### config.mk
export PLATFORM = sky130hd
export DESIGN_NAME = socket_aux_audio_control
export DESIGN_NICKNAME = d
export VERILOG_FILES = /design/src/socket_aux_pkg.sv /design/src/ring_osc_div.sv /design/src/socket_aux_audio_control.sv
export VERILOG_INCLUDE_DIRS = /design/src
export SDC_FILE = /design/constraint.sdc
export NUM_CORES = 1
export LEC_CHECK = 0
export CELL_PAD_IN_SITES_DETAIL_PLACEMENT = 1
export CELL_PAD_IN_SITES_GLOBAL_PLACEMENT = 2
export CORE_UTILIZATION = 35
export DETAILED_ROUTE_END_ITERATION = 6
export DONT_BUFFER_PORTS = 1
export GPL_ROUTABILITY_DRIVEN = 0
export GPL_TIMING_DRIVEN = 0
export PLACE_DENSITY = 0.76
export SYNTH_ARGS = -nofsm -noshare
export SYNTH_HDL_FRONTEND = slang
export SYNTH_SLANG_ARGS = --single-unit
### constraint.sdc
create_clock -name CLK_SYS -period 2.15 [get_ports CLK_SYS]
set_clock_uncertainty 0.05 [all_clocks]
set_input_delay 0.215 -clock CLK_SYS [delete_from_list [all_inputs] [get_ports CLK_SYS]]
set_output_delay 0.215 -clock CLK_SYS [all_outputs]
set_load 0.1 [all_outputs]
### src/socket_aux_consts.svh
// constants for the socket auxiliary audio and control block
`ifndef SOCKET_AUX_CONSTS_SVH
`define SOCKET_AUX_CONSTS_SVH
// ----------------------------------------------------------------
// register byte addresses (word aligned)
// ----------------------------------------------------------------
`define ADDR_SOCK0_CTRL 8'h10
`define ADDR_SOCK1_CTRL 8'h14
`define ADDR_SOCK0_PRES 8'h08
`define ADDR_SOCK1_PRES 8'h18
`define ADDR_SOCK0_FORCE 8'h0C
`define ADDR_SOCK1_FORCE 8'h1C
`define ADDR_SYS_CTRL 8'h80
`define ADDR_CARD0_CTRL 8'h90
`define ADDR_CARD1_CTRL 8'h94
`define ADDR_STATUS 8'hA0
// ----------------------------------------------------------------
// field positions
// ----------------------------------------------------------------
`define BIT_VIDEO_ENABLE 9
`define BIT_STD_MODEL 10
`define BIT_VIDEO_IN_USE 11
`define BIT_VIDEO_SUPPORTED 27
`define BIT_FORCE_SUPPORT 27
`define BIT_INT_CLK_SEL 27
`define BIT_CARD_SPEAKER_IN_EN 1
`define BIT_PWM_ROUTE 2
`define BIT_IO_MODE 0
`define BIT_PWM_TERM_SEL 4
// ----------------------------------------------------------------
// timing and reset values
// ----------------------------------------------------------------
`define CLK_SYS_HZ 25000000
`define RING_OSC_HZ 16000
`define RING_HALF_CYCLES (`CLK_SYS_HZ / (2 * `RING_OSC_HZ))
`define ZERO_WORD 32'h0000_0000
`define ZERO_BYTE 8'h00
`endif

### src/socket_aux_pkg.sv
// types for the socket auxiliary audio and control block
package socket_aux_pkg;
  typedef enum logic [1:0] {
    CARD_NONE = 2'b00,
    CARD_16BIT = 2'b01,
    CARD_CARDBUS = 2'b10
  } card_type_e;
  typedef enum logic [1:0] {
    BUS_IDLE = 2'b00,
    BUS_ACK = 2'b01
  } bus_state_e;
endpackage

### src/ring_osc_div.sv
// divider standing in for the internal low-frequency oscillator
`timescale 1ns/10ps
`include "socket_aux_consts.svh"
module ring_osc_div #(
  parameter int HALF_CYCLES = `RING_HALF_CYCLES
) (
  input wire logic clk, // system clock
  input wire logic srst, // synchronous reset
  input wire logic run, // oscillator enable
  output logic osc // slow clock output
);
  typedef struct packed {
    logic [15:0] count;
    logic osc;
  } osc_s;
  osc_s r;
  osc_s next_r;
  initial begin
    if (HALF_CYCLES < 1 || HALF_CYCLES > 65535) begin
      $error("ring_osc_div: HALF_CYCLES out of range");
    end
  end
  // ----------------------------------------------------------------
  // divider
  // ----------------------------------------------------------------
  // stops and parks low while disabled, so nothing toggles after reset
  always_comb begin
    next_r = r;
    if (!run) begin
      next_r.count = 16'h0000;
      next_r.osc = 1'b0;
    end else if (r.count == 16'(HALF_CYCLES - 1)) begin
      next_r.count = 16'h0000;
      next_r.osc = ~r.osc;
    end else begin
      next_r.count = r.count + 16'h0001;
    end
  end
  // state register
  always_ff @(posedge clk) begin
    if (srst) begin
      r <= '0;
    end else begin
      r <= next_r;
    end
  end
  assign osc = r.osc;
endmodule

### src/socket_aux_audio_control.sv
// socket auxiliary control: video flags, oscillator, pulls and audio
// ----------------------------------------------------------------
// Notes on behaviour
// - socket control bit 10 reports standard model
// - internal 16 kHz oscillator drives INTERNAL_OSC
// - oscillator off after reset, runs on bit 27
// - pullup for 16-bit, pulldown for CardBus
// - I/O mode 16-bit: second detect is speaker
// - speaker output is XOR of both sockets
// - speaker output driven only when enabled
// - route bit sends CardBus audio to PWM out
// - both routed: socket 0 wins
// - PWM audio available on multifunction terminal
// - in-use bit set when either socket enabled
// - per-socket video enable at bit 9
// - force bit 27 sets supported flag
// ----------------------------------------------------------------
`timescale 1ns/10ps
`include "socket_aux_consts.svh"
module socket_aux_audio_control
  import socket_aux_pkg::*;
#(
  parameter logic STD_MODEL = 1'b1, // standard video model present
  parameter int OSC_HALF = `RING_HALF_CYCLES // oscillator half period
) (
  input wire logic CLK_SYS, // 25 MHz system clock
  input wire logic SRST, // synchronous reset, active high
  input wire logic WB_CYC_I, // wishbone cycle
  input wire logic WB_STB_I, // wishbone strobe
  input wire logic WB_WE_I, // wishbone write enable
  input wire logic [7:0] WB_ADR_I, // wishbone byte address
  input wire logic [3:0] WB_SEL_I, // wishbone byte selects
  input wire logic [31:0] WB_DAT_I, // wishbone write data
  output logic [31:0] WB_DAT_O, // wishbone read data
  output logic WB_ACK_O, // wishbone acknowledge
  input wire logic [1:0] CARD0_TYPE, // socket 0 card type
  input wire logic [1:0] CARD1_TYPE, // socket 1 card type
  input wire logic BATTERY_DETECT_TWO_0, // socket 0 second detect
  input wire logic BATTERY_DETECT_TWO_1, // socket 1 second detect
  output logic STATUS_CHANGE_PU_0, // socket 0 pullup enable
  output logic STATUS_CHANGE_PD_0, // socket 0 pulldown enable
  output logic STATUS_CHANGE_PU_1, // socket 1 pullup enable
  output logic STATUS_CHANGE_PD_1, // socket 1 pulldown enable
  output logic COMBINED_SPEAKER_OUT, // xor of binary audio
  output logic COMBINED_SPEAKER_OE, // speaker pin output enable
  output logic MULTIFUNCTION_TERMINAL, // carries pwm audio out
  output logic MULTIFUNCTION_OE, // multifunction pin enable
  output logic VIDEO_ENABLE_0, // socket 0 zoomed video on
  output logic VIDEO_ENABLE_1, // socket 1 zoomed video on
  output logic INTERNAL_OSC // internal slow clock
);
  typedef struct packed {
    logic [1:0] video_port_enable;
    logic [1:0] video_port_supported;
    logic internal_clock_select;
    logic [1:0] speaker_output_enable;
    logic [1:0] pwm_audio_route;
    logic [1:0] io_mode;
    logic pwm_terminal_select;
    logic ack;
    logic [31:0] rdata;
    logic [1:0] pu;
    logic [1:0] pd;
    logic spk;
    logic spk_oe;
    logic pwm;
    logic pwm_oe;
    logic osc;
  } state_s;
  state_s r;
  state_s next_r;
  logic osc_raw;
  logic [1:0] card_spk;
  logic [1:0] cb_audio;
  logic [1:0] is16;
  logic [1:0] iscb;
  logic wr;
  logic rd;
  logic in_use;
  logic [31:0] rmux;
  initial begin
    if (OSC_HALF < 1) begin
      $error("socket_aux_audio_control: OSC_HALF must be positive");
    end
  end
  // ----------------------------------------------------------------
  // internal oscillator
  // ----------------------------------------------------------------
  ring_osc_div #(
    .HALF_CYCLES(OSC_HALF)
  ) u_osc (
    .clk(CLK_SYS),
    .srst(SRST),
    .run(r.internal_clock_select),
    .osc(osc_raw)
  );
  // ----------------------------------------------------------------
  // per-socket card decode
  // ----------------------------------------------------------------
  // socket bits are the same logic twice, so one loop
  genvar g;
  generate
    for (g = 0; g < 2; g++) begin : g_sock
      logic [1:0] ctype;
      logic battery_detect_two;
      assign ctype = (g == 0) ? CARD0_TYPE : CARD1_TYPE;
      assign battery_detect_two = (g == 0) ? BATTERY_DETECT_TWO_0 : BATTERY_DETECT_TWO_1;
      assign is16[g] = (ctype == CARD_16BIT);
      assign iscb[g] = (ctype == CARD_CARDBUS);
      // speaker input only in 16-bit I/O mode or CardBus binary audio
      assign card_spk[g] = battery_detect_two & ((is16[g] & r.io_mode[g]) | iscb[g]);
      assign cb_audio[g] = battery_detect_two & iscb[g];
    end
  endgenerate
  // ----------------------------------------------------------------
  // bus decode
  // ----------------------------------------------------------------
  // the ack register gives a one-cycle gap so each access acks once
  assign wr = WB_CYC_I & WB_STB_I & WB_WE_I & ~r.ack;
  assign rd = WB_CYC_I & WB_STB_I & ~WB_WE_I & ~r.ack;
  assign in_use = |r.video_port_enable;
  // read mux of live state
  always_comb begin
    rmux = `ZERO_WORD;
    case (WB_ADR_I)
      `ADDR_SOCK0_CTRL, `ADDR_SOCK1_CTRL: begin
        rmux[`BIT_VIDEO_ENABLE] = (WB_ADR_I == `ADDR_SOCK0_CTRL) ?
          r.video_port_enable[0] : r.video_port_enable[1];
        rmux[`BIT_STD_MODEL] = STD_MODEL;
        rmux[`BIT_VIDEO_IN_USE] = in_use;
      end
      `ADDR_SOCK0_PRES: begin
        rmux[`BIT_VIDEO_SUPPORTED] = r.video_port_supported[0];
      end
      `ADDR_SOCK1_PRES: begin
        rmux[`BIT_VIDEO_SUPPORTED] = r.video_port_supported[1];
      end
      `ADDR_SYS_CTRL: begin
        rmux[`BIT_INT_CLK_SEL] = r.internal_clock_select;
      end
      `ADDR_CARD0_CTRL: begin
        rmux[`BIT_IO_MODE] = r.io_mode[0];
        rmux[`BIT_CARD_SPEAKER_IN_EN] = r.speaker_output_enable[0];
        rmux[`BIT_PWM_ROUTE] = r.pwm_audio_route[0];
      end
      `ADDR_CARD1_CTRL: begin
        rmux[`BIT_IO_MODE] = r.io_mode[1];
        rmux[`BIT_CARD_SPEAKER_IN_EN] = r.speaker_output_enable[1];
        rmux[`BIT_PWM_ROUTE] = r.pwm_audio_route[1];
      end
      `ADDR_STATUS: begin
        rmux[1:0] = is16;
        rmux[3:2] = iscb;
        rmux[`BIT_PWM_TERM_SEL] = r.pwm_terminal_select;
      end
      default: begin
        rmux = `ZERO_WORD;
      end
    endcase
  end
  // ----------------------------------------------------------------
  // next state
  // ----------------------------------------------------------------
  always_comb begin
    next_r = r;
    next_r.ack = (wr | rd);
    next_r.rdata = rd ? rmux : `ZERO_WORD;
    if (wr) begin
      case (WB_ADR_I)
        `ADDR_SOCK0_CTRL: begin
          if (WB_SEL_I[1]) begin
            next_r.video_port_enable[0] = WB_DAT_I[`BIT_VIDEO_ENABLE];
          end
        end
        `ADDR_SOCK1_CTRL: begin
          if (WB_SEL_I[1]) begin
            next_r.video_port_enable[1] = WB_DAT_I[`BIT_VIDEO_ENABLE];
          end
        end
        `ADDR_SOCK0_FORCE: begin
          // force only sets; reset is the only clear
          if (WB_SEL_I[3] && WB_DAT_I[`BIT_FORCE_SUPPORT]) begin
            next_r.video_port_supported[0] = 1'b1;
          end
        end
        `ADDR_SOCK1_FORCE: begin
          if (WB_SEL_I[3] && WB_DAT_I[`BIT_FORCE_SUPPORT]) begin
            next_r.video_port_supported[1] = 1'b1;
          end
        end
        `ADDR_SYS_CTRL: begin
          if (WB_SEL_I[3]) begin
            next_r.internal_clock_select = WB_DAT_I[`BIT_INT_CLK_SEL];
          end
        end
        `ADDR_CARD0_CTRL: begin
          if (WB_SEL_I[0]) begin
            next_r.io_mode[0] = WB_DAT_I[`BIT_IO_MODE];
            next_r.speaker_output_enable[0] = WB_DAT_I[`BIT_CARD_SPEAKER_IN_EN];
            next_r.pwm_audio_route[0] = WB_DAT_I[`BIT_PWM_ROUTE];
          end
        end
        `ADDR_CARD1_CTRL: begin
          if (WB_SEL_I[0]) begin
            next_r.io_mode[1] = WB_DAT_I[`BIT_IO_MODE];
            next_r.speaker_output_enable[1] = WB_DAT_I[`BIT_CARD_SPEAKER_IN_EN];
            next_r.pwm_audio_route[1] = WB_DAT_I[`BIT_PWM_ROUTE];
          end
        end
        `ADDR_STATUS: begin
          if (WB_SEL_I[0]) begin
            next_r.pwm_terminal_select = WB_DAT_I[`BIT_PWM_TERM_SEL];
          end
        end
        default: begin
          next_r.ack = 1'b1;
        end
      endcase
    end
    // pull direction follows card type, none when empty
    next_r.pu = is16;
    next_r.pd = iscb;
    // either socket's enable bit turns the shared speaker on
    next_r.spk_oe = |r.speaker_output_enable;
    next_r.spk = (^card_spk) & (|r.speaker_output_enable);
    // socket 0 has priority when both route pwm audio
    if (r.pwm_audio_route[0]) begin
      next_r.pwm = cb_audio[0];
    end else if (r.pwm_audio_route[1]) begin
      next_r.pwm = cb_audio[1];
    end else begin
      next_r.pwm = 1'b0;
    end
    next_r.pwm_oe = r.pwm_terminal_select;
    next_r.osc = osc_raw;
  end
  // ----------------------------------------------------------------
  // state register
  // ----------------------------------------------------------------
  always_ff @(posedge CLK_SYS) begin
    if (SRST) begin
      r <= '0;
    end else begin
      r <= next_r;
    end
  end
  // outputs straight from flops
  assign WB_DAT_O = r.rdata;
  assign WB_ACK_O = r.ack;
  assign STATUS_CHANGE_PU_0 = r.pu[0];
  assign STATUS_CHANGE_PD_0 = r.pd[0];
  assign STATUS_CHANGE_PU_1 = r.pu[1];
  assign STATUS_CHANGE_PD_1 = r.pd[1];
  assign COMBINED_SPEAKER_OUT = r.spk;
  assign COMBINED_SPEAKER_OE = r.spk_oe;
  assign MULTIFUNCTION_TERMINAL = r.pwm;
  assign MULTIFUNCTION_OE = r.pwm_oe;
  assign VIDEO_ENABLE_0 = r.video_port_enable[0];
  assign VIDEO_ENABLE_1 = r.video_port_enable[1];
  assign INTERNAL_OSC = r.osc;
endmodule

======== Word-level counts from Yosys, hierarchy flattened ========
Cells that the tools add are included.
word-level totals
  bits in registers ....................... 71
  logic and storage cells ................. 91
  output and inout port bits .............. 44
cells by class
  add/subtract/negate cells ............... 1
  bitwise logic cells ..................... 22
  mux-type cells .......................... 8
  eq/ne operators ......................... 15
  reductions and logical operators ........ 19
operators by type and width
  cell                                             number
  == test 8 x 5 -> 1 bit, second input constant    4
  == test 8 bit, second input constant             4
  AND reduction 3 bit                              8
  adder 16 x 1 -> 16 bit, second input constant    1
  == test 16 x 10 -> 1 bit, second input constant  1
  == test 8 x 4 -> 1 bit, second input constant    2
  bitwise AND 1 bit                                12
  OR reduction 2 bit                               5
  case mux 3 bit (3 select lines)                  1
  OR reduction 3 bit                               3
  OR reduction 8 bit                               1
  inverter 1 bit                                   7
  two-way mux 1 bit                                5
  == test 2 x 1 -> 1 bit, second input constant    2
  == test 2 bit, second input constant             2
  bitwise OR 1 bit                                 3
  case mux 1 bit (3 select lines)                  1
  two-way mux 2 bit                                1
  parity 2 bit                                     1
  logical AND 1 bit                                1

======== Logic depth before layout (Yosys ltp) ========
Gate-level depths: netlist (run 1).
  word-level depth ........................ 6
  depth in mapped cells ................... 8
  depth with buffers taken out ............ 6

======== Hierarchy ========
A second synthesis (run 1) with hierarchy kept.
unflattened totals
  cell total of the unflattened synthesis .. 252
  area total of the unflattened synthesis .. 2318.5 µm²
by module, submodules not included
  module                    seq. area each (µm²)  instances  cells an instance  area each (µm²)
  socket_aux_audio_control  620.6                 1          165                1534.0
  ring_osc_div              340.3                 1          87                 784.5

======== Worst setup path before layout (run 1) ========
OpenSTA, ideal clock, no wires.
  kind .................................... reg2reg
  start point ............................. reg r, in the netlist WB_ACK_O
  end point ............................... reg r, in the netlist VIDEO_ENABLE_0
  library setup time ...................... 71 ps
  cell stages (with the launch flop) ...... 5
  slack ................................... 170 ps
  data arrival time ....................... 1860 ps
  data required time ...................... 2029 ps
  cell sequence ........................... dfxtp_1 -> nand4b_1 -> or4_4 -> or3_1 -> a21oi_1
between the ends
  word-level cells in the longest chain between the ends .. 3
ends and longest elaborated chain
  item                           RTL line                         source
  start, declared                socket_aux_audio_control.sv:70   state_s r;
  start signal, assigned         socket_aux_audio_control.sv:244  r <= next_r;
  inverter 1 bit                 socket_aux_audio_control.sv:119  assign wr = WB_CYC_I & WB_STB_I & WB_WE_I & ~r.ack;
  bitwise AND 1 bit              socket_aux_audio_control.sv:119
  AND reduction 3 bit (no line)  n/a
Every way passes these cells.
A chain may end at the register's enable or synchronous reset.

======== Worst setup path after layout (run 1) ========
  start point ............................. reg r, in the netlist WB_ACK_O
  end point ............................... reg r[46] (netlist bit)
Same word-level chain as after synthesis.

==> flow_metrics.py, run 1 <==
metrics = {
    "synthesis": {
        "yosysSeqAreaShare_pct": 42.2,
        "synth_area_per_cell_um2": 8.87,
        "synth-seq-cells": 48,
        "ys_async_sr_fraction_pct": 0,
        "synth_edf_count": 0,
        "yosysUniqueCellTypes": 39,
        "synth_cells": 257,
        "ys_top_cells_by_area": "dfxtp_1 42%, buf_4 11%, nor2_1 6.3%",
        "yosys_warnings": 0,
        "ys.flop_type": "dfxtp_1",
        "synth_area_leader_cell": "dfxtp_1",
        "synth_top_area_share_pct": 42.2,
        "syn_area_um2": 2280,
    },
    "timing": {
        "rsz0062_at_grt": "false",
        "tightest_slew_ns": 1.04,
        "timing.final.crit_share_pct": 92.3,
        "setup_viol": 0,
        "slew_headroom_pct": 30.8,
        "holdWs_ns": 0.00619,
        "fmax_mhz": 504,
        "report.final.slew_viol_count": 0,
        "hold_viol": 0,
        "min_period_ns": 1.98,
    },
    "critical_path": {
        "r2r_end": "r[46]",
        "cp-start-kind": "flip-flop",
        "r2r_cells": 5,
        "cp.arrival_ns": 2.13,
        "crit_required_ns": 2.29,
        "crit_type": "reg2reg",
        "endpoint_kind": "flip-flop",
        "reg2reg_slack_ns": 0.17,
        "worst-path-max-fanout": 3,
        "r2r-start": "WB_ACK_O",
    },
    "run_status": {
        "status": "finished clean",
    },
    "worst_hold_path": {
        "hold_class": "in2reg",
        "holdPathStages": 2,
        "hold_start": "WB_DAT_I[2]",
        "holdPathEnd": "r[45]",
    },
    "routing": {
        "drt-vias-per-instance": 4.75,
        "drt_first_pass_iters": 2,
        "vias": 1780,
        "ant_nets": 0,
        "drtIter0Drc": 27,
        "wl_per_cell_um": 13.7,
        "wl_um": 5150,
        "drc": 0,
    },
    "grt": {
        "grt_pass1_vias": 1699,
        "grt_pass1_wl_um": 8130,
        "overflow": 0,
        "grt_usage_pct": 16.1,
        "grt_max_degree": 17,
        "antenna_found_initial": 1,
    },
    "clocking": {
        "clock_latency_ns": 0.31,
        "htreeDepth": 2,
        "root_buffer": "clkbuf_8",
        "cts_buffers": 5,
        "cts_buffer_depth": 2,
        "cts_sinks": 48,
        "clkTransAtPathRegs_ns": 0.10,
        "cts_tree": "built",
    },
    "floorplan": {
        "die-area_um2": 6840,
        "start_util_pct": 36.1,
        "io_pins": 99,
        "chipWidth_um": 82.7,
        "core_um2": 6310,
        "fp.dieH_um": 82.7,
        "num_rows": 29,
    },
    "final_layout": {
        "fin_nets": 354,
        "num_antenna_cells": 0,
        "final_util_pct": 42.9,
        "drive_gt1_share_pct": 16.8,
        "areaGrowthSynthToFinish_pct": 18.8,
        "final_cell_mix": "47 x dfxtp_1, 38 x nor2_1, 32 x buf_4",
        "layout_commonest_cell": "dfxtp_1",
    },
    "power_and_ir_drop": {
        "leakagePower_nw": 1.04,
        "powerDensity_nw_per_um2": 735,
        "ir_drop_mv": 0.411,
    },
    "flow_run": {
        "maxCapViolations": 0,
    },
    "placed_design": {
        "hpwlAfterDp_um": 3830,
        "port_buffers": 0,
    },
}
metal layers:
layer | track usage, % | wire (um) | vias to the layer above
li1 | - | - | 896
met1 | 19.0 | 2250 | 834
met2 | 27.2 | 2480 | 40
met3 | 4.84 | 340 | 8
met4 | 6.21 | 65 | 2
met5 | 0 | 17 | -
timing repair:
| action | in CTS | in global routing |
|---|---|---|
| hold buffers | 11 | 0 |
| setup buffers | 0 | 0 |
| endpoints found under the setup margin | 8 | 9 |
| resized for setup | 1 | 2 |
| endpoints found under the hold margin | 11 | 0 |
worst max-delay path by stage:
stage          slack, ns  cells after the start        from             end
2_1_floorplan       0.17                      4    WB_ACK_O  VIDEO_ENABLE_0
3_3_place_gp       -0.07                      4    WB_ACK_O           r[43]
3_5_place_dp       -0.08                      5    WB_ACK_O           r[48]
4_1_cts             0.09                      8  u_osc.r[1]     u_osc.r[12]
5_1_grt             0.06                      4    WB_ACK_O           r[47]
6_report            0.17                      5    WB_ACK_O           r[46]
final cells by class:
| cell class | count | area [um2] |
|---|---|---|
| Multi-Input combinational cell | 178 | 1080 |
| Timing Repair Buffer | 11 | 110 |
| Inverter | 14 | 52.6 |
| Clock buffer | 5 | 68.8 |
| Clock inverter | 3 | 68.8 |
| Fill cell | 773 | 3600 |
| Buffer | 39 | 268 |
| Sequential cell | 48 | 962 |
| Tap cell | 77 | 96.3 |
cells by family (layout without fill, tap and decap cells):
family / Yosys count / count (layout) / share of synthesized area, %
xor+xnor: 16 / 16 / 6.15
flops: 48 / 48 / 42.2
simple gates: 109 / 109 / 26.6
fa+ha+maj: 2 / 2 / 1.10
buf+inv: 53 / 72 / 14.0
compound gates: 16 / 16 / 4.34
mux: 12 / 12 / 5.49
other cells: 1 / 23 / 0.164
critical path: stages (launching register included):
cell and delay (ns):
dfxtp_2 0.50, nand4b_1 0.37, or4_1 0.53, clkbuf_1 0.19, mux2i_1 0.18, nor2_1 0.05
synth_stat cells (all sizes together) (3+ instances only):
library cell / number
dfxtp: 48
nor2: 38
buf: 33
inv: 14
xnor2: 14
nor3: 11
mux2i: 8
nand3: 7
nand4: 7
clkbuf: 6
nor2b: 6
nor3b: 6
nor4: 6
a21oi: 4
mux2: 4
nand2: 4
nand2b: 4
nand4b: 4
o21ai: 4
or3: 4
o22ai: 3
or4: 3
state kept, by name, indices dropped and copies added (netlist names):
name                    count
WB_DAT_O                    9
MULTIFUNCTION_TERMINAL      1
VIDEO_ENABLE_0              1
u_osc.r                    16
VIDEO_ENABLE_1              1
MULTIFUNCTION_OE            1
INTERNAL_OSC                1
r                           9
u_osc.osc                   1
STATUS_CHANGE_PU_0          1
WB_ACK_O                    1
STATUS_CHANGE_PD_1          1
STATUS_CHANGE_PU_1          1
COMBINED_SPEAKER_OUT        1
COMBINED_SPEAKER_OE         1
next_r                      1
STATUS_CHANGE_PD_0          1
per-stage QoR:
| step | area, um2 | power, W | TNS, ns | worst slack (ns) | instances |
|---|---|---|---|---|---|
| floorplan | 2360 | 0.00118 | 0 | 0.170 | 279 |
| global placement | 2460 | 0.00119 | -0.377 | -0.0656 | 356 |
| detailed placement | 2460 | 0.00120 | -0.420 | -0.0785 | 356 |
| CTS | 2710 | 0.00202 | 0 | 0.0907 | 375 |
| global route | 2710 | 0.00207 | 0 | 0.0603 | 375 |
| finish | 2710 | 0.00199 | 0 | 0.165 | 375 |
report_power, final:
part / leakage (nW) / switching (W) / internal [W]
registers: 0.388 / 0.0000289 / 0.000892
clock network: 0.0687 / 0.000330 / 0.000468
logic: 0.585 / 0.000212 / 0.0000595
No activity file was read; power rests on OpenSTA's default activity.
==> run 2, diff against run 1 <==
--- a/config.mk
+++ b/config.mk
@@ -13,7 +13,7 @@
 export DONT_BUFFER_PORTS = 1
 export GPL_ROUTABILITY_DRIVEN = 0
 export GPL_TIMING_DRIVEN = 0
-export PLACE_DENSITY = 0.76
+export PLACE_DENSITY_LB_ADDON = 0.1
 export SYNTH_ARGS = -nofsm -noshare
 export SYNTH_HDL_FRONTEND = slang
 export SYNTH_SLANG_ARGS = --single-unit
==> flow_metrics.py, run 2 (synthesized netlist as in run 1, its figures left out) <==
metrics = {
    "power_and_ir_drop": {
        "ir_drop_mv": 0.477,
        "powerDensity_nw_per_um2": 701,
        "power.total_w": 0.00188,
        "leakagePower_nw": 1.03,
    },
    "clocking": {
        "clock_latency_ns": 0.31,
        "cts_sinks": 48,
        "root_buffer": "clkbuf_8",
        "cts_buffer_depth": 2,
        "cts_buffers": 5,
        "cts_tree": "built",
        "htreeDepth": 2,
        "clkTransAtPathRegs_ns": 0.10,
    },
    "placed_design": {
        "port_buffers": 0,
        "hpwlAfterDp_um": 3900,
    },
    "grt": {
        "overflow": 0,
        "grt_usage_pct": 16.0,
        "grt_pass1_vias": 1669,
        "grt_pass1_wl_um": 8040,
        "grt_max_degree": 16,
        "antenna_found_initial": 1,
    },
    "critical_path": {
        "max_stage_delay_ns": 0.52,
        "crit_type": "reg2reg",
        "endpoint_kind": "flip-flop",
        "worst-path-max-fanout": 3,
        "cp-start-kind": "flip-flop",
        "r2r-start": "WB_ACK_O",
        "crit_slowest_cell": "or4_1",
        "cp_cell_sequence": "nand4b_1 -> or4_1 -> clkbuf_1 -> mux2i_1 -> nor2_1",
        "cp.arrival_ns": 2.09,
        "crit_required_ns": 2.29,
        "crit_start": "WB_ACK_O",
    },
    "routing": {
        "ant_nets": 0,
        "drt_first_pass_iters": 4,
        "drtIter0Drc": 43,
        "vias": 1776,
        "drc": 0,
        "drt-vias-per-instance": 4.74,
        "wl_per_cell_um": 13.7,
        "wl_um": 5150,
    },
    "timing": {
        "slew_headroom_pct": 31.4,
        "setup_viol": 0,
        "report.final.slew_viol_count": 0,
        "setup_tns_ns": 0,
        "min_period_ns": 1.95,
        "hold_viol": 0,
        "fmax_mhz": 513,
        "tightest_slew_ns": 1.03,
        "rsz0062_at_grt": "false",
        "timing.final.crit_share_pct": 90.6,
    },
    "final_layout": {
        "top_register": "u_osc.r",
        "layout_commonest_cell": "dfxtp_1",
        "drive_gt1_share_pct": 16.8,
        "final_util_pct": 42.5,
        "final_cell_mix": "47 x dfxtp_1, 38 x nor2_1, 32 x buf_4",
        "areaGrowthSynthToFinish_pct": 17.8,
        "largest_register_ffs": 16,
        "fin_nets": 353,
    },
    "flow_run": {
        "maxCapViolations": 0,
    },
    "floorplan": {
        "fp.dieH_um": 82.7,
        "core_um2": 6310,
        "io_pins": 99,
        "die-area_um2": 6840,
        "num_rows": 29,
        "start_util_pct": 36.1,
        "chipWidth_um": 82.7,
    },
    "worst_hold_path": {
        "hold_class": "in2reg",
        "hold_start": "WB_DAT_I[1]",
    },
    "run_status": {
        "status": "finished clean",
    },
}
[run 2: cell types whose count changed in the layout (fill, tap and decap cells not counted)]
cell           previous run  this run
clkbuf_8                  5         6
bufinv_16                 2         1
dlygate4sd3_1            11        10
inv_6                     1         0
diode_2                   0         1
clkinv_4                  0         1
[run 2: power breakdown]
part | internal, W | switching, W | total (W)
sequential | 0.000892 | 0.0000289 | 0.000921
combinational | 0.0000586 | 0.000211 | 0.000270
clock | 0.000381 | 0.000312 | 0.000692
total | 0.00133 | 0.000552 | 0.00188
[run 2: worst paths after layout]
path | end | slack, ns | cells past startpoint
max | r[46] | 0.20 | 5
min | r[48] | 0.002 | 2
max reg2reg | r[46] | 0.20 | 5
min reg2reg | INTERNAL_OSC | 0.44 | 1
[run 2: per-stage QoR]
step	cell area, um2	cells	hold WS (ns)	worst slack, ns
after floorplan	2360	279	0.241	0.170
after global placement	2460	356	0.243	-0.0651
after detailed placement	2460	356	0.244	-0.0918
after CTS	2670	373	0.00198	0.0858
after global routing	2680	374	0.00313	0.0256
final	2690	375	0.00165	0.202
[run 2: worst max-delay path, delay by kind of cell, from the launching register on]
family                 cells  cell delay [ns]
buffers and inverters      1             0.19
AND/OR/NAND/NOR            3             0.93
multiplexers               1             0.18
flip-flops                 1             0.50
[run 2: timing repair]
item | CTS | global route
gates cloned | 0 | 0
buffers inserted | 0 | 0
setup endpoints to repair | 8 | 10
gates resized for setup | 1 | 2
hold endpoints to repair | 9 | 1
hold buffers | 9 | 1
pin swaps | 0 | 0
[run 2: cell type report]
type | count | area [um2]
multi-input cells | 178 | 1080
well taps | 77 | 96.3
clock buffers | 6 | 82.6
inverters | 14 | 52.6
fillers | 761 | 3630
clock inverters | 2 | 38.8
repair buffers | 10 | 100
flip-flops and latches | 48 | 962
diodes | 1 | 2.50
plain buffers | 39 | 268
[run 2: per-layer routing]
metal / track usage, % / share of wire, %
met5: 0 / 0
met2: 27.5 / 49
met3: 4.84 / 5.1
met1: 18.3 / 44
met4: 6.38 / 1.6
